===== src/verilog/conversion_start_bit_pkg.sv =====
// Package of constants and types for the converter sequencer.
//
// Overview of operation
// - Completion with interrupt active ends CPU idle when clocked from CPU clock.
// - With rc_clock_select set, conversion continues through power down.
// - Power down with CPU clock aborts conversion, no wakeup, result undefined.
// - Done flag stays set until software clears it.
// - Polled use waits for done flag, then reads the result.
// - New start ignored while start bit or done flag is set.
// - CPU clock conversion takes 31 machine cycles; start bit self-clears.
// - RC clock conversion: 3-4 machine cycles sync plus 108-112 RC clocks.
// - Channel codes 00 to 11 choose inputs 0 to 3.
package conversion_start_bit_pkg;

    // ----------------------------------------------------------------
    // Register map
    // ----------------------------------------------------------------
    localparam logic [3:0] ADDR_CONTROL = 4'h0;
    localparam logic [3:0] ADDR_RESULT = 4'h4;
    localparam logic [3:0] ADDR_POWER = 4'h8;

    // Control register fields.
    localparam int CTRL_DONE_BIT = 4;
    localparam int CTRL_START_BIT = 3;
    localparam int CTRL_RC_BIT = 2;
    localparam int CTRL_CHAN_LSB = 0;
    localparam logic [7:0] CTRL_RESET = 8'h00;
    localparam logic [7:0] RESULT_RESET = 8'h00;

    // Power register fields: idle request, power down request, interrupt enable.
    localparam int PWR_IDLE_BIT = 0;
    localparam int PWR_DOWN_BIT = 1;
    localparam int PWR_IRQ_EN_BIT = 2;

    // ----------------------------------------------------------------
    // Timing
    // ----------------------------------------------------------------
    localparam int MACHINE_CLKS = 6;
    localparam int CPU_CONV_MCYCLES = 31;
    localparam int SYNC_MCYCLES = 3;
    localparam int RC_CONV_CLKS = 108;

    typedef enum logic [1:0] {
        CONVERSION_START_BIT_IDLE = 2'b00,
        CONVERSION_START_BIT_SYNC = 2'b01,
        CONVERSION_START_BIT_CONV = 2'b10
    } conversion_start_bit_state_e;

    typedef struct packed {
        logic start;
        logic rc_clk;
        logic [1:0] channel;
    } conversion_start_bit_cmd_s;

endpackage : conversion_start_bit_pkg


===== src/verilog/conversion_start_bit_sequencer.sv =====
// Converter sequencer with Wishbone register slave.
//
// The Wishbone slave port and the address map are this design's own decisions.
module conversion_start_bit_sequencer #(
    parameter int MACHINE_CLKS = conversion_start_bit_pkg::MACHINE_CLKS,
    parameter int CPU_CONV_MCYCLES = conversion_start_bit_pkg::CPU_CONV_MCYCLES,
    parameter int SYNC_MCYCLES = conversion_start_bit_pkg::SYNC_MCYCLES,
    parameter int RC_CONV_CLKS = conversion_start_bit_pkg::RC_CONV_CLKS
) (
    input wire logic clk_i,
    input wire logic rst_i,
    input wire logic wb_cyc_i,
    input wire logic wb_stb_i,
    input wire logic wb_we_i,
    input wire logic [3:0] wb_adr_i,
    input wire logic [3:0] wb_sel_i,
    input wire logic [31:0] wb_dat_i,
    output logic [31:0] wb_dat_o,
    output logic wb_ack_o,
    input wire logic rc_tick_i,
    input wire logic [7:0] analog_value_i,
    output logic [1:0] channel_select_o,
    output logic sample_active_o,
    output logic cpu_wake_o,
    output logic cpu_idle_o,
    output logic cpu_power_down_o
);
    // ----------------------------------------------------------------
    // Bus slave
    // ----------------------------------------------------------------
    logic ack_reg;
    logic ack_next;
    logic [31:0] rdat_reg;
    logic [31:0] rdat_next;
    logic req;
    logic wr_ctrl;
    logic wr_pwr;

    assign req = wb_cyc_i && wb_stb_i && !ack_reg;
    assign wr_ctrl = req && wb_we_i && wb_sel_i[0] && wb_adr_i == conversion_start_bit_pkg::ADDR_CONTROL;
    assign wr_pwr = req && wb_we_i && wb_sel_i[0] && wb_adr_i == conversion_start_bit_pkg::ADDR_POWER;

    // ----------------------------------------------------------------
    // Converter state
    // ----------------------------------------------------------------
    conversion_start_bit_pkg::conversion_start_bit_state_e state_reg;
    conversion_start_bit_pkg::conversion_start_bit_state_e state_next;
    logic done_reg;
    logic done_next;
    logic rc_sel_reg;
    logic rc_sel_next;
    logic [1:0] chan_reg;
    logic [1:0] chan_next;
    logic [7:0] result_reg;
    logic [7:0] result_next;
    logic [7:0] count_reg;
    logic [7:0] count_next;
    logic idle_reg;
    logic idle_next;
    logic pdown_reg;
    logic pdown_next;
    logic irq_en_reg;
    logic irq_en_next;
    logic wake_reg;
    logic wake_next;
    logic mtick;
    logic finish;
    conversion_start_bit_pkg::conversion_start_bit_cmd_s cmd;

    conversion_start_bit_tick #(
        .DIV(MACHINE_CLKS)
    ) u_tick (
        .clk_i(clk_i),
        .rst_i(rst_i),
        .clr_i(state_reg == conversion_start_bit_pkg::CONVERSION_START_BIT_IDLE),
        .tick_o(mtick)
    );

    assign cmd.start = wb_dat_i[conversion_start_bit_pkg::CTRL_START_BIT];
    assign cmd.rc_clk = wb_dat_i[conversion_start_bit_pkg::CTRL_RC_BIT];
    assign cmd.channel = wb_dat_i[conversion_start_bit_pkg::CTRL_CHAN_LSB +: 2];

    always_comb begin
        finish = 1'b0;
        if (state_reg == conversion_start_bit_pkg::CONVERSION_START_BIT_CONV) begin
            if (rc_sel_reg) begin
                finish = rc_tick_i && count_reg == 8'(RC_CONV_CLKS - 1);
            end else begin
                finish = mtick && count_reg == 8'(CPU_CONV_MCYCLES - 1);
            end
        end
    end

    always_comb begin
        state_next = state_reg;
        done_next = done_reg;
        rc_sel_next = rc_sel_reg;
        chan_next = chan_reg;
        result_next = result_reg;
        count_next = count_reg;
        idle_next = idle_reg;
        pdown_next = pdown_reg;
        irq_en_next = irq_en_reg;
        wake_next = 1'b0;
        if (wr_pwr) begin
            idle_next = wb_dat_i[conversion_start_bit_pkg::PWR_IDLE_BIT];
            pdown_next = wb_dat_i[conversion_start_bit_pkg::PWR_DOWN_BIT];
            irq_en_next = wb_dat_i[conversion_start_bit_pkg::PWR_IRQ_EN_BIT];
        end
        if (wr_ctrl) begin
            // Software may only clear the done flag; setting it is ignored.
            if (!wb_dat_i[conversion_start_bit_pkg::CTRL_DONE_BIT]) begin
                done_next = 1'b0;
            end
            // Channel and clock choice are frozen while a conversion runs.
            if (state_reg == conversion_start_bit_pkg::CONVERSION_START_BIT_IDLE) begin
                chan_next = cmd.channel;
                rc_sel_next = cmd.rc_clk;
            end
            if (cmd.start && state_reg == conversion_start_bit_pkg::CONVERSION_START_BIT_IDLE && !done_reg) begin
                state_next = cmd.rc_clk ? conversion_start_bit_pkg::CONVERSION_START_BIT_SYNC : conversion_start_bit_pkg::CONVERSION_START_BIT_CONV;
                count_next = 8'h00;
            end
        end
        unique case (state_reg)
            conversion_start_bit_pkg::CONVERSION_START_BIT_IDLE: begin
            end
            conversion_start_bit_pkg::CONVERSION_START_BIT_SYNC: begin
                if (mtick) begin
                    count_next = count_reg + 8'h01;
                    if (count_reg == 8'(SYNC_MCYCLES - 1)) begin
                        state_next = conversion_start_bit_pkg::CONVERSION_START_BIT_CONV;
                        count_next = 8'h00;
                    end
                end
            end
            conversion_start_bit_pkg::CONVERSION_START_BIT_CONV: begin
                if (rc_sel_reg ? rc_tick_i : mtick) begin
                    count_next = count_reg + 8'h01;
                end
                if (finish) begin
                    state_next = conversion_start_bit_pkg::CONVERSION_START_BIT_IDLE;
                    done_next = 1'b1;
                    result_next = analog_value_i;
                    wake_next = irq_en_reg && idle_reg && !rc_sel_reg;
                end
            end
            default: begin
                state_next = conversion_start_bit_pkg::CONVERSION_START_BIT_IDLE;
            end
        endcase
        if (pdown_reg && !rc_sel_reg && state_reg != conversion_start_bit_pkg::CONVERSION_START_BIT_IDLE) begin
            state_next = conversion_start_bit_pkg::CONVERSION_START_BIT_IDLE;
            done_next = done_reg;
            result_next = result_reg;
            wake_next = 1'b0;
        end
        // RC-clocked run continues in power down
        if (pdown_reg && rc_sel_reg && finish && irq_en_reg) begin
            wake_next = 1'b1;
        end
        if (wake_next) begin
            idle_next = 1'b0;
            pdown_next = 1'b0;
        end
    end

    always_ff @(posedge clk_i) begin
        if (rst_i) begin
            state_reg <= conversion_start_bit_pkg::CONVERSION_START_BIT_IDLE;
            done_reg <= conversion_start_bit_pkg::CTRL_RESET[conversion_start_bit_pkg::CTRL_DONE_BIT];
            rc_sel_reg <= conversion_start_bit_pkg::CTRL_RESET[conversion_start_bit_pkg::CTRL_RC_BIT];
            chan_reg <= conversion_start_bit_pkg::CTRL_RESET[1:0];
            result_reg <= conversion_start_bit_pkg::RESULT_RESET;
            count_reg <= 8'h00;
            idle_reg <= 1'b0;
            pdown_reg <= 1'b0;
            irq_en_reg <= 1'b0;
            wake_reg <= 1'b0;
        end else begin
            state_reg <= state_next;
            done_reg <= done_next;
            rc_sel_reg <= rc_sel_next;
            chan_reg <= chan_next;
            result_reg <= result_next;
            count_reg <= count_next;
            idle_reg <= idle_next;
            pdown_reg <= pdown_next;
            irq_en_reg <= irq_en_next;
            wake_reg <= wake_next;
        end
    end

    // ----------------------------------------------------------------
    // Read data and acknowledge
    // ----------------------------------------------------------------
    always_comb begin
        ack_next = req;
        rdat_next = 32'h0000_0000;
        if (req && !wb_we_i) begin
            unique case (wb_adr_i)
                conversion_start_bit_pkg::ADDR_CONTROL: begin
                    rdat_next[conversion_start_bit_pkg::CTRL_DONE_BIT] = done_reg;
                    rdat_next[conversion_start_bit_pkg::CTRL_START_BIT] = state_reg != conversion_start_bit_pkg::CONVERSION_START_BIT_IDLE;
                    rdat_next[conversion_start_bit_pkg::CTRL_RC_BIT] = rc_sel_reg;
                    rdat_next[conversion_start_bit_pkg::CTRL_CHAN_LSB +: 2] = chan_reg;
                end
                conversion_start_bit_pkg::ADDR_RESULT: begin
                    rdat_next[7:0] = result_reg;
                end
                conversion_start_bit_pkg::ADDR_POWER: begin
                    rdat_next[conversion_start_bit_pkg::PWR_IDLE_BIT] = idle_reg;
                    rdat_next[conversion_start_bit_pkg::PWR_DOWN_BIT] = pdown_reg;
                    rdat_next[conversion_start_bit_pkg::PWR_IRQ_EN_BIT] = irq_en_reg;
                end
                default: begin
                    rdat_next = 32'h0000_0000;
                end
            endcase
        end
    end

    always_ff @(posedge clk_i) begin
        if (rst_i) begin
            ack_reg <= 1'b0;
            rdat_reg <= 32'h0000_0000;
        end else begin
            ack_reg <= ack_next;
            rdat_reg <= rdat_next;
        end
    end

    assign wb_ack_o = ack_reg;
    assign wb_dat_o = rdat_reg;
    assign channel_select_o = chan_reg;
    assign sample_active_o = state_reg == conversion_start_bit_pkg::CONVERSION_START_BIT_CONV;
    assign cpu_wake_o = wake_reg;
    assign cpu_idle_o = idle_reg;
    assign cpu_power_down_o = pdown_reg;
endmodule : conversion_start_bit_sequencer


===== src/verilog/conversion_start_bit_tick.sv =====
// Enable divider producing one-cycle machine-cycle ticks.
module conversion_start_bit_tick #(
    parameter int DIV = conversion_start_bit_pkg::MACHINE_CLKS
) (
    input wire logic clk_i,
    input wire logic rst_i,
    input wire logic clr_i,
    output logic tick_o
);
    logic [7:0] cnt_reg;
    logic [7:0] cnt_next;

    always_comb begin
        cnt_next = cnt_reg + 8'h01;
        if (clr_i || cnt_reg == 8'(DIV - 1)) begin
            cnt_next = 8'h00;
        end
    end

    always_ff @(posedge clk_i) begin
        if (rst_i) begin
            cnt_reg <= 8'h00;
        end else begin
            cnt_reg <= cnt_next;
        end
    end

    assign tick_o = !clr_i && cnt_reg == 8'(DIV - 1);
endmodule : conversion_start_bit_tick

===== config.mk =====
export PLATFORM = sky130hd
export DESIGN_NAME = conversion_start_bit_sequencer
export DESIGN_NICKNAME = d
export VERILOG_FILES = /design/src/verilog/conversion_start_bit_pkg.sv /design/src/verilog/conversion_start_bit_sequencer.sv /design/src/verilog/conversion_start_bit_tick.sv
export SDC_FILE = /design/constraint.sdc
export NUM_CORES = 1
export LEC_CHECK = 0
export BUFFER_PORTS_ARGS = -buffer_cell sky130_fd_sc_hd__buf_2
export CAP_MARGIN = 20
export CORE_ASPECT_RATIO = 0.7
export CORE_MARGIN = 3
export CORE_UTILIZATION = 40
export CTS_BUF_LIST = sky130_fd_sc_hd__clkbuf_2 sky130_fd_sc_hd__clkbuf_4 sky130_fd_sc_hd__clkbuf_8
export DETAILED_ROUTE_END_ITERATION = 10
export PLACE_DENSITY = 0.68
export SETUP_SLACK_MARGIN = 0.05
export SYNTH_ARGS = -nofsm -noshare
export SYNTH_HDL_FRONTEND = slang
export SYNTH_SLANG_ARGS = --single-unit

===== constraint.sdc =====
create_clock -name clk_i -period 4.4 [get_ports clk_i]
set_input_delay 0.66 -clock clk_i [delete_from_list [all_inputs] [get_ports clk_i]]
set_output_delay 0.66 -clock clk_i [all_outputs]
set_load 0.02 [all_outputs]

# Word level (Yosys, flattened, before mapping)
# Index checks and enable logic that the tools add are counted.
# W data, S select, Z words.
# totals
out_inout_bits	39
reg_bits	67
# op_classes
n_eq_ne	8
reduce_logical	35
n_mux	26
add_sub_neg	2
bitwise	3
# op_table
cell	n
$mux W8	5
$logic_and A1 B1 Y1	19
$add A8 B1 Y8 const B	2
$pmux W8 S2	1
$mux W2	6
$mux W1	11
$pmux W3 S3	1
$eq A8 B2 Y1 const B	1
$eq A8 B3 Y1 const B	1
$eq A8 B5 Y1 const B	1
$eq A8 B7 Y1 const B	1
$reduce_or A2 Y1	4
$pmux W2 S3	1
$logic_not A1 Y1	5
$eq A4 B3 Y1 const B	1
$eq A4 B4 Y1 const B	1
$logic_not A4 Y1	1
$pmux W2 S2	1
$not A1 Y1	3
$reduce_and A3 Y1	1
$reduce_or A3 Y1	1
$eq A2 B1 Y1 const B	1
$eq A2 B2 Y1 const B	1
$logic_not A2 Y1	1
other kinds (3)	3

# Logic depth before layout (Yosys ltp)
# Gate-level depths: netlist (run 1).
# depth
depth_word	11
ltp_mapped	8
ltp_nobuf	7

# Cells and area by module
# A second synthesis (run 1) with hierarchy kept.
# hier_totals
cells_unflattened	265
hier_area_um2	2285.9
# by_module_without_submodules
module	area_each_um2	cells_per_inst	instances
conversion_start_bit_sequencer	1925.6	224	1
conversion_start_bit_tick	360.3	41	1

# Worst setup path before layout (run 1)
# OpenSTA, ideal clock, no wires.
# synth_timing
kind	input to register
from	in wb_adr_i[2]
to	reg state_reg[1]
cell_stages	7
arrival_ns	2.311
setup_time_ns	0.086
path_slack_ns	2.003
cell_sequence	clkbuf_1 nor4_2 nand4_1 or3b_1 buf_2 mux2i_1 a211oi_1
# synth_via
elab_chain_len	6
elab_cells_between_ends	7
cone_classes	mux (5); reduce/logical (2)
# synth_lines
element	line	rtl
from (decl)	conversion_start_bit_sequencer.sv:15	input wire logic [3:0] wb_adr_i,
$logic_not A4 Y1 *	conversion_start_bit_sequencer.sv:40	assign wr_ctrl = req && wb_we_i && wb_sel_i[0] && wb_adr_i == conversion_start_bit_pkg::ADDR_CONTROL;
$logic_and A1 B1 Y1 *	conversion_start_bit_sequencer.sv:40	
$mux W2 *	conversion_start_bit_sequencer.sv:110	if (wr_ctrl) begin
$mux W2	conversion_start_bit_sequencer.sv:131	if (count_reg == 8'(SYNC_MCYCLES - 1)) begin
$mux W2	conversion_start_bit_sequencer.sv:129	if (mtick) begin
$pmux W2 S3 *	conversion_start_bit_sequencer.sv:125	unique case (state_reg)
to (signal assigned)	conversion_start_bit_sequencer.sv:170	state_reg <= conversion_start_bit_pkg::CONVERSION_START_BIT_IDLE;
to (signal assigned)	conversion_start_bit_sequencer.sv:181	state_reg <= state_next;
to (decl)	conversion_start_bit_sequencer.sv:46	conversion_start_bit_pkg::conversion_start_bit_state_e state_reg;
# Every way passes the cells marked *; elsewhere a longest branch is shown, timed or not.
# A chain may end at the register's enable or synchronous reset.

# Worst setup path in the final report (run 1)
# layout_timing
from	reg state_reg[0]
to	reg result_reg[4]
# layout_via
elab_chain_len	7
elab_cells_between_ends	11
cone_classes	eq/ne (1); mux (2); bitwise (1); reduce/logical (7)
# layout_lines
element	line	rtl
$logic_not A2 Y1	conversion_start_bit_sequencer.sv:75	.clr_i(state_reg == conversion_start_bit_pkg::CONVERSION_START_BIT_IDLE),
$logic_not A1 Y1	conversion_start_bit_tick.sv:28	assign tick_o = !clr_i && cnt_reg == 8'(DIV - 1);
$logic_and A1 B1 Y1	conversion_start_bit_tick.sv:28	
$logic_and A1 B1 Y1	conversion_start_bit_sequencer.sv:89	finish = mtick && count_reg == 8'(CPU_CONV_MCYCLES - 1);
$mux W1	conversion_start_bit_sequencer.sv:86	if (rc_sel_reg) begin
$mux W1	conversion_start_bit_sequencer.sv:85	if (state_reg == conversion_start_bit_pkg::CONVERSION_START_BIT_CONV) begin
$reduce_and A3 Y1 (no source line) *	-	
to (signal assigned)	conversion_start_bit_sequencer.sv:174	result_reg <= conversion_start_bit_pkg::RESULT_RESET;
to (signal assigned)	conversion_start_bit_sequencer.sv:185	result_reg <= result_next;
to (decl)	conversion_start_bit_sequencer.sv:54	logic [7:0] result_reg;
# Marks and branches as above.

==> results by group, run 1 <==
Drt
  – Iter 0 DRT Violations: 133
  – Routed vias: 1836
  – Via-to-Cell Ratio: 4.95
  – Avg WL per Cell: 13.0 microns
  – Number of remaining DRC errors: 0
  – Pre-antenna DRT Iters: 4
  – ANT nets after route: 0
  – Drt total wl: 4830 microns

Synth
  – Number of synthesized flops with an enable pin: 0
  – Synth Warn #: 0
  – Async S/R FF share, synth: 0%
  – Post-synth cell types: 51
  – Mapped Cells: 264
  – Compound-gate portion of the synthesized area: 9.86%
  – #FFs+latches synth: 43
  – Synth Area in Simple Gates: 27.3%
  – Mux share of post-synthesis cell area: 7.71%
  – Mapped Area: 2340 sq um
  – Synth Area per Inst: 8.85 sq um
  – Top_reg_cell synth: dfxtp_1
  – Sequential share of the synthesized area: 36.9%
  – Largest family of logic cells by synthesized area: simple AND/OR/NAND/NOR gates
  – Post-synthesis xor/xnor area fraction: 2.62%
  – Post-Synth Adder-Cell Area: 4.28%

Floorplanning
  – IO Count: 93
  – Site Rows: 22
  – Die H: 69.9 microns
  – Die footprint: 6810 sq um
  – Chip Width: 97.3 microns
  – Core area: 5450 sq um
  – Starting density of the core: 42.9%

Clock tree
  – # Post-CTS Setup Buffers: 0
  – H-tree depth: 2
  – Clk_lat worst skew: 300 ps
  – CTS clock-pin slew for the worst setup and hold paths: 90 ps
  – CTS tree: yes
  – Hold-fix buffers, CTS: 0
  – Resize count post-CTS: 0
  – Clock tree buffer depth: 2
  – Clock sinks: 43
  – Number of CTS-inserted buffers: 5
  – Root Driver: clkbuf_8

Flow run
  – Max_cap viols: 0

Min path
  – Hold depth: 1
  – Type of the worst min-delay path: reg -> reg

Timing
  – Clk_skew: 8.21 ps
  – Max Clk Rate: 0.334 GHz
  – Post-layout min period: 2990 ps
  – Crit share post-route: 68.0%
  – Hold Vio Cnt, Final: 0
  – Max Slew Vio Count: 0
  – RSZ-0062 raised after global routing: false
  – Final WS setup: 1410 ps
  – Slew @ Worst Pin: 925 ps
  – Slew HR: 38.1%
  – Setup TNS: 0 ps
  – Final setup fails: 0

Critical path
  – CP max FO: 9
  – Critical-path cell list: inv_1 > ha_1 > nor4_1 > nand2_1 > o41a_4 > nor3b_2 > mux2i_1
  – Largest stage delay, worst path: 780 ps
  – Crit. End Element: flip-flop
  – Worst EP required: 4630 ps
  – Reg2reg path depth: 7
  – Slowest cell on crit path: nor3b_2
  – Data arrival, critical path: 3220 ps
  – Critical path launch point type: flip-flop
  – CP delay by family, top: simple AND/OR/NAND/NOR gates
  – Type of the worst setup path: reg -> reg
  – Worst path bufs/invs: 1
  – CP Depth: 7

Final layout
  – # diodes: 0
  – Fillers: 551
  – Final net count: 360
  – Ratio of cells with drive above 1 in the final layout: 17.4%
  – Synth-to-Final Area Change: 10.4%

Pwr
  – Max VDD drop: 0.000111 V
  – Pwr/cell area: 290 nW/um^2
  – P_leak: 1.07 nW

GRT
  – Tot GR Track Use: 14.1%
  – Initial antenna violation count: 0
  – Vias in the first global route: 1631
  – Largest net degree at the start of global routing: 40
  – First-pass GRT wire length: 7900 microns
  – Overflow after GRT: 0

Place
  – Final Wtd Congestion: 0.809
  – Dpl hpwl: 3630 microns
  – Number of port buffers: 38
  – Dpl ws: 1400 ps

Outcome
  – Status: complete, no violations
## metal layers
metal  vias up  part of all wire, %  GRT usage (%)
met4         0                  1.5           5.07
li1        940                    -              -
met5         -                    0              0
met3         8                  6.1           2.79
met2        51                   41           19.3
met1       837                   52           21.5
## area by class of cell
class | count | area [sq um] | area share [%]
clock buffers | 5 | 68.8 | 2.67
clock inverters | 3 | 43.8 | 1.70
inverters | 7 | 26.3 | 1.02
multi-input cells | 203 | 1300 | 50.4
flip-flops and latches | 43 | 861 | 33.4
well taps | 72 | 90.1 | 3.49
repair buffers | 38 | 190 | 7.37
## metrics by stage
step	util (%)	cells	hold slack, ps	power (W)	instance area (sq um)
after global routing	47.3	371	487	0.000771	2580
after CTS	47.3	371	465	0.000754	2580
final	47.3	371	464	0.000748	2580
after global placement	45.3	363	442	0.000447	2470
after detailed placement	45.3	363	443	0.000447	2470
after floorplan	-	287	426	0.000449	2420
## cells in the mapped netlist (4+ instances only)
cell type,number,area (sq um)
inv_1,7,26.3
nor2_1,26,97.6
nand3_1,12,60.1
ha_1,8,100
xor2_1,6,52.6
nor3_1,6,30.0
dfxtp_1,43,861
buf_4,24,180
o21ai_0,9,45.0
and2_1,5,31.3
clkbuf_1,6,22.5
a31oi_1,4,25.0
a21oi_1,6,30.0
mux2i_1,18,180
nand2b_1,22,138
nand2_1,13,48.8
## cells in the final DEF, fill, tap and decap left out, types with 3 or more instances in the layout
master,n
a211oi_1,3
a21oi_1,6
a31oi_1,4
and2_1,5
buf_2,38
clkbuf_8,5
conb_1,24
dfxtp_1,43
ha_1,8
inv_1,7
mux2i_1,18
nand2_1,13
nand2b_1,22
nand3_1,12
nand3b_1,3
nand4_1,3
nor2_1,26
nor3_1,6
nor4_1,3
o21ai_0,9
xor2_1,6
## kinds of logic after synthesis
logic type | Yosys count
adder cells (fa/ha/maj) | 8
buffers and inverters | 41
other | 1
XOR/XNOR | 7
multiplexers | 18
flip-flops | 43
AND/OR/NAND/NOR | 113
AO/OA/AOI/OAI | 33
## final timing paths
check	startpoint	end	slack (ps)
worst max-delay path	state_reg[0]	result_reg[4]	1410
worst min-delay path	result_reg[7]	wb_dat_o[7]	460
worst max register to register	state_reg[0]	result_reg[4]	1410
worst min register to register	result_reg[7]	wb_dat_o[7]	460
## power breakdown
group | total (W) | internal [W] | switching (W)
sequential | 0.000390 | 0.000389 | 0.000000388
combinational | 0.0000490 | 0.0000149 | 0.0000340
clock | 0.000310 | 0.000169 | 0.000141
total | 0.000748 | 0.000573 | 0.000175
No activity file was read; power rests on OpenSTA's default activity.
==> run 2, diff against run 1 <==
- PLACE_DENSITY: 0.68 -> 0.71
- clock period: 4.4 -> 2.7 ns (I/O delays scaled with it)
==> run 2 against run 1 <==
Compared with the run above: clock skew shrank 3.4 ps; largest power group unchanged; largest cell class unchanged; first-iteration DRC count shrank 35%; final cell count grew 1.6%; total power grew 75%; critical endpoint is now result_reg[1]; critical path type unchanged; register-to-register slack lost 1100 ps; clock power grew 92%.
==> results by group, run 2 (same netlist as run 1, synthesis figures left out) <==
Critical path
  – Crit. Startpoint: state_reg[0]
  – CP max FO: 9
  – Type of the worst setup path: reg -> reg
  – Reg2reg path depth: 8
  – Largest stage delay, worst path: 520 ps
  – Crit. End Element: flip-flop
  – Slowest cell on crit path: o41a_4
  – Critical-path cell list: inv_1 > ha_1 > nor4_2 > nand2_1 > o41a_4 > nor3b_2 > buf_4 > mux2i_1
  – Crit Reg-Reg Startpoint: state_reg[0]
  – Worst EP required: 2930 ps
  – Critical path launch point type: flip-flop
  – Data arrival, critical path: 2580 ps

Timing
  – Hold Vio Cnt, Final: 0
  – Clk_skew: 4.85 ps
  – Crit share post-route: 87.1%
  – Post-layout min period: 2350 ps
  – Setup TNS: 0 ps
  – Max Clk Rate: 0.425 GHz
  – Final setup fails: 0
  – RSZ-0062 raised after global routing: false
  – Max Slew Vio Count: 0

GRT
  – Vias in the first global route: 1644
  – Largest net degree at the start of global routing: 39
  – Overflow after GRT: 0
  – Initial antenna violation count: 0
  – First-pass GRT wire length: 7840 microns
  – Tot GR Track Use: 13.9%

Clock tree
  – Resize count post-CTS: 0
  – Clock tree buffer depth: 2
  – CTS clock-pin slew for the worst setup and hold paths: 80 ps
  – Root Driver: clkbuf_8
  – # Post-CTS Setup Buffers: 0
  – CTS tree: yes
  – Clock sinks: 43
  – Number of CTS-inserted buffers: 5
  – Hold-fix buffers, CTS: 0
  – H-tree depth: 2
  – Clk_lat worst skew: 300 ps

Final layout
  – Fillers: 525
  – Final net count: 366
  – # diodes: 0
  – Synth-to-Final Area Change: 13.7%
  – Leading cell type in the layout, fill and taps excluded: dfxtp_1
  – Most frequent cells in the layout: dfxtp_1, buf_2, nor2_1
  – Fin cells: 377
  – Ratio of cells with drive above 1 in the final layout: 19.3%

Place
  – DP Cell Count: 369
  – Final Wtd Congestion: 0.819
  – Number of port buffers: 38
  – Dpl hpwl: 3570 microns

Pwr
  – Max VDD drop: 0.000182 V
  – P_leak: 1.10 nW
  – Logic pwr share: 6.2%
  – Sequential share of power: 48.5%
  – Pwr/cell area: 493 nW/um^2
  – Switching share of total power: 21.5%
  – Int Pwr: 0.00103 W
  – Total power: 0.00131 W
  – Sw power: 0.000281 W
  – Clock Power Share: 45.3%

Floorplanning
  – Die footprint: 6810 sq um
  – Die H: 69.9 microns
  – Chip Width: 97.3 microns
  – Starting density of the core: 42.9%
  – Core area: 5450 sq um
  – Site Rows: 22
  – IO Count: 93

Drt
  – Pre-antenna DRT Iters: 4
  – Iter 0 DRT Violations: 86
  – Number of remaining DRC errors: 0
  – Avg WL per Cell: 12.5 microns
  – ANT nets after route: 0
  – Drt total wl: 4730 microns
  – Routed vias: 1867
  – Via-to-Cell Ratio: 4.95

Min path
  – Type of the worst min-delay path: in -> reg
  – Hold depth: 2
  – Min-delay src: rst_i

Flow run
  – Max_cap viols: 0

Outcome
  – Status: complete, no violations
-- run 2: cell types whose count changed in the layout (fill, tap and decap cells not counted) --
cell        change
clkinv_2        -1
nor4_2          +1
buf_4           +6
bufinv_16       +1
clkinv_4        -1
nor4_1          -1
clkinvlp_4      +1
-- run 2: final timing paths --
kind	slack, ps	endpoint
setup / recovery	350	result_reg[1]
hold / removal	320	wb_ack_o
setup reg to reg	350	result_reg[1]
hold reg to reg	460	wb_dat_o[6]
-- run 2: cell type report --
class	count	area (sq um)	share of cell area, %
Inverter	7	26.3	0.990
Clock inverter	3	67.6	2.54
Timing Repair Buffer	44	235	8.86
Multi-Input combinational cell	203	1310	49.2
Tap cell	72	90.1	3.39
Clock buffer	5	68.8	2.59
Sequential cell	43	861	32.4
-- run 2: power by group through the flow --
| stage | logic (W) | clock network (W) | registers [W] |
|---|---|---|---|
| 2_1_floorplan | 0.0000802 | 0 | 0.000651 |
| 3_3_place_gp | 0.0000793 | 0 | 0.000650 |
| 3_5_place_dp | 0.0000802 | 0 | 0.000650 |
| 4_1_cts | 0.0000804 | 0.000606 | 0.000635 |
| 5_1_grt | 0.0000885 | 0.000635 | 0.000635 |
| 6_report | 0.0000807 | 0.000594 | 0.000635 |
-- run 2: metrics by stage --
stage               setup slack [ps]  cell area [sq um]  hold WS, ps  utilization (%)
floorplan                        491               2420          426                -
global placement                 324               2510          443             46.1
detailed placement               265               2510          444             46.1
CTS                              230               2650          316             48.6
global route                     149               2660          326             48.7
finish                           347               2660          320             48.7
-- run 2: layer usage --
layer  GRT usage [%]  up-vias  wire length [microns]
li1                -      944                      -
met1            20.7      863                   2460
met2            19.7       50                   1940
met3            3.09       10                    262
met4            4.61        0                     68
met5               0        -                      0
-- run 2: worst max-delay path, delay by kind of cell (launching register included) --
| family | cells | cell delay (ps) |
|---|---|---|
| and+or+nand+nor | 3 | 610 |
| DFF | 1 | 410 |
| buffers and inverters | 2 | 320 |
| adders and majority gates | 1 | 230 |
| muxes | 1 | 200 |
| AOI/OAI and AO/OA | 1 | 520 |
==> run 3, diff against run 2 <==
- ABC_AREA: default -> 1
==> run 3 against run 2 <==
Compared with the run above: final cell count is 17% higher; maximum frequency up 24%; sequential share of layout area is 0.73 points higher; via count increased by 12%; global-route usage is 0.88 points higher; register-to-register slack better by 460 ps; highest routed layer unchanged.
==> results by group, run 3 <==
Synth
  – Mapped Area: 2320 sq um
  – Top_reg_cell synth: dfxtp_1
  – Largest area contributor in the netlist: dfxtp_1
  – Synth area leaders: dfxtp_1, nand2_1, buf_4, nor2_1, inv_1
  – Most common cell in the netlist: nand2_1
  – #FFs+latches synth: 43
  – Top-area cell type share of the netlist area: 37.1%
  – Mapped Cells: 329
  – Synth Warn #: 0
  – Async S/R FF share, synth: 0%
  – Sequential share of the synthesized area: 37.1%
  – Number of synthesized flops with an enable pin: 0
  – Post-synth cell types: 34
  – Synth top cells by count: nand2_1, nor2_1, dfxtp_1, inv_1, nand3_1
  – Synth Area per Inst: 7.04 sq um

Drt
  – Drt total wl: 5010 microns
  – Routed vias: 2084
  – Number of remaining DRC errors: 0
  – Avg WL per Cell: 11.3 microns
  – ANT nets after route: 0
  – Iter 0 DRT Violations: 145
  – Via-to-Cell Ratio: 4.71
  – Pre-antenna DRT Iters: 4

Final layout
  – Leading cell type in the layout, fill and taps excluded: nand2_1
  – Ratio of cells with drive above 1 in the final layout: 15.7%
  – Final net count: 431
  – Post-route cell area: 2600 sq um
  – Synth-to-Final Area Change: 12.0%
  – Most frequent cells in the layout: nand2_1, nor2_1, inv_1, dfxtp_1, buf_2
  – Fillers: 555
  – # diodes: 0

Floorplanning
  – Die H: 69.7 microns
  – Chip Width: 97.0 microns
  – Starting density of the core: 42.7%
  – IO Count: 93
  – Core area: 5420 sq um
  – Site Rows: 22
  – Die footprint: 6760 sq um

Timing
  – Crit share post-route: 70.0%
  – Max Slew Vio Count: 0
  – RSZ-0062 raised after global routing: false
  – Post-layout min period: 1890 ps
  – Hold Vio Cnt, Final: 0
  – Slew HR: 66.1%
  – Clk_skew: 9.72 ps
  – Slew @ Worst Pin: 507 ps
  – Hold Worst Slack: 329 ps
  – Max Clk Rate: 0.529 GHz
  – Setup TNS: 0 ps
  – Final setup fails: 0

Clock tree
  – # Post-CTS Setup Buffers: 0
  – Clk_lat worst skew: 300 ps
  – Number of CTS-inserted buffers: 5
  – Root Driver: clkbuf_8
  – Clock tree buffer depth: 2
  – CTS clock-pin slew for the worst setup and hold paths: 90 ps
  – Hold-fix buffers, CTS: 0
  – CTS tree: yes
  – H-tree depth: 2
  – Resize count post-CTS: 0
  – Clock sinks: 43

Pwr
  – P_leak: 1.21 nW
  – Max VDD drop: 0.000186 V
  – Pwr/cell area: 466 nW/um^2

Outcome
  – Status: complete, no violations

Flow run
  – Max_cap viols: 0

Place
  – Number of port buffers: 38
  – Dpl hpwl: 3940 microns
  – Post-DP Area: 2480 sq um
  – Final Wtd Congestion: 0.848

GRT
  – Vias in the first global route: 1816
  – Overflow after GRT: 0
  – First-pass GRT wire length: 8290 microns
  – Tot GR Track Use: 14.8%
  – Initial antenna violation count: 0
  – Largest net degree at the start of global routing: 18

Critical path
  – Crit. End Element: flip-flop
  – CP dominant cell by count: nor2_1
  – Worst EP required: 2930 ps
  – Critical-path cell list: inv_1 > ha_1 > nand2_1 > nor2_1 > nand3_1 > nor2_1 > a21oi_1 > nor2_1 > nand2_1 > nor2_1
  – Largest stage delay, worst path: 380 ps
  – Data arrival, critical path: 2120 ps
  – Type of the worst setup path: reg -> reg
  – CP max FO: 12
  – R2R Setup Slk: 810 ps
  – Slowest cell on crit path: nand3_1
  – Crit. Startpoint: state_reg[0]
  – Crit Reg-Reg Startpoint: state_reg[0]
  – Critical path launch point type: flip-flop

Min path
  – Min-delay src: analog_value_i[3]
  – Type of the worst min-delay path: in -> reg
==> run 3: power by group <==
part | internal [W] | switching [W] | leakage, nW
logic | 0.0000181 | 0.0000560 | 0.810
clock network | 0.000275 | 0.000226 | 0.0581
registers | 0.000634 | 0.000000539 | 0.346
==> run 3: stage by stage <==
step | utilization (%) | total power [W] | cells | setup WS [ps]
2_1_floorplan | - | 0.000725 | 352 | 1130
3_3_place_gp | 45.8 | 0.000723 | 434 | 803
3_5_place_dp | 45.8 | 0.000723 | 434 | 774
4_1_cts | 47.9 | 0.00123 | 442 | 809
5_1_grt | 47.9 | 0.00127 | 442 | 619
6_report | 47.9 | 0.00121 | 442 | 810
==> run 3: final timing paths <==
| path | to | cells past startpoint |
|---|---|---|
| min reg2reg | wb_dat_o[5] | 2 |
| max reg2reg | state_reg[0] | 10 |
| max | state_reg[0] | 10 |
| min | result_reg[3] | 3 |
==> run 3: routing by layer <==
layer,wire [microns],global-route usage [%],vias to the layer above
met1,2490,21.7,926
met4,44,4.05,0
met3,406,4.72,6
li1,-,-,1075
met5,0,0,-
met2,2080,20.6,77
==> run 3: logic make-up (layout without fill, tap and decap cells) <==
kind of cell,after synthesis,after routing,share of synthesized area (%)
AND/OR/NAND/NOR,158,158,30.0
buffers and inverters,76,94,16.6
flip-flops,43,43,37.1
other,1,24,0.162
adder cells (fa/ha/maj),8,8,4.32
XOR/XNOR,4,4,1.51
AO/OA/AOI/OAI,39,39,10.3
==> run 3: worst max-delay path, delay by kind of cell, from the launching register on <==
kind | cells | cell delay, ps
simple gates | 7 | 1000
buf+inv | 1 | 90
flops | 1 | 340
compound gates | 1 | 60
fa+ha+maj | 1 | 330
==> run 3: cell type report <==
class / count / area, sq um / area share (%)
clock buffer: 5 / 68.8 / 2.65
clock inverter: 3 / 43.8 / 1.69
inverter: 47 / 176 / 6.80
multi-input combinational: 233 / 1160 / 44.6
sequential: 43 / 861 / 33.2
tap: 72 / 90.1 / 3.47
timing repair buffer: 39 / 198 / 7.61
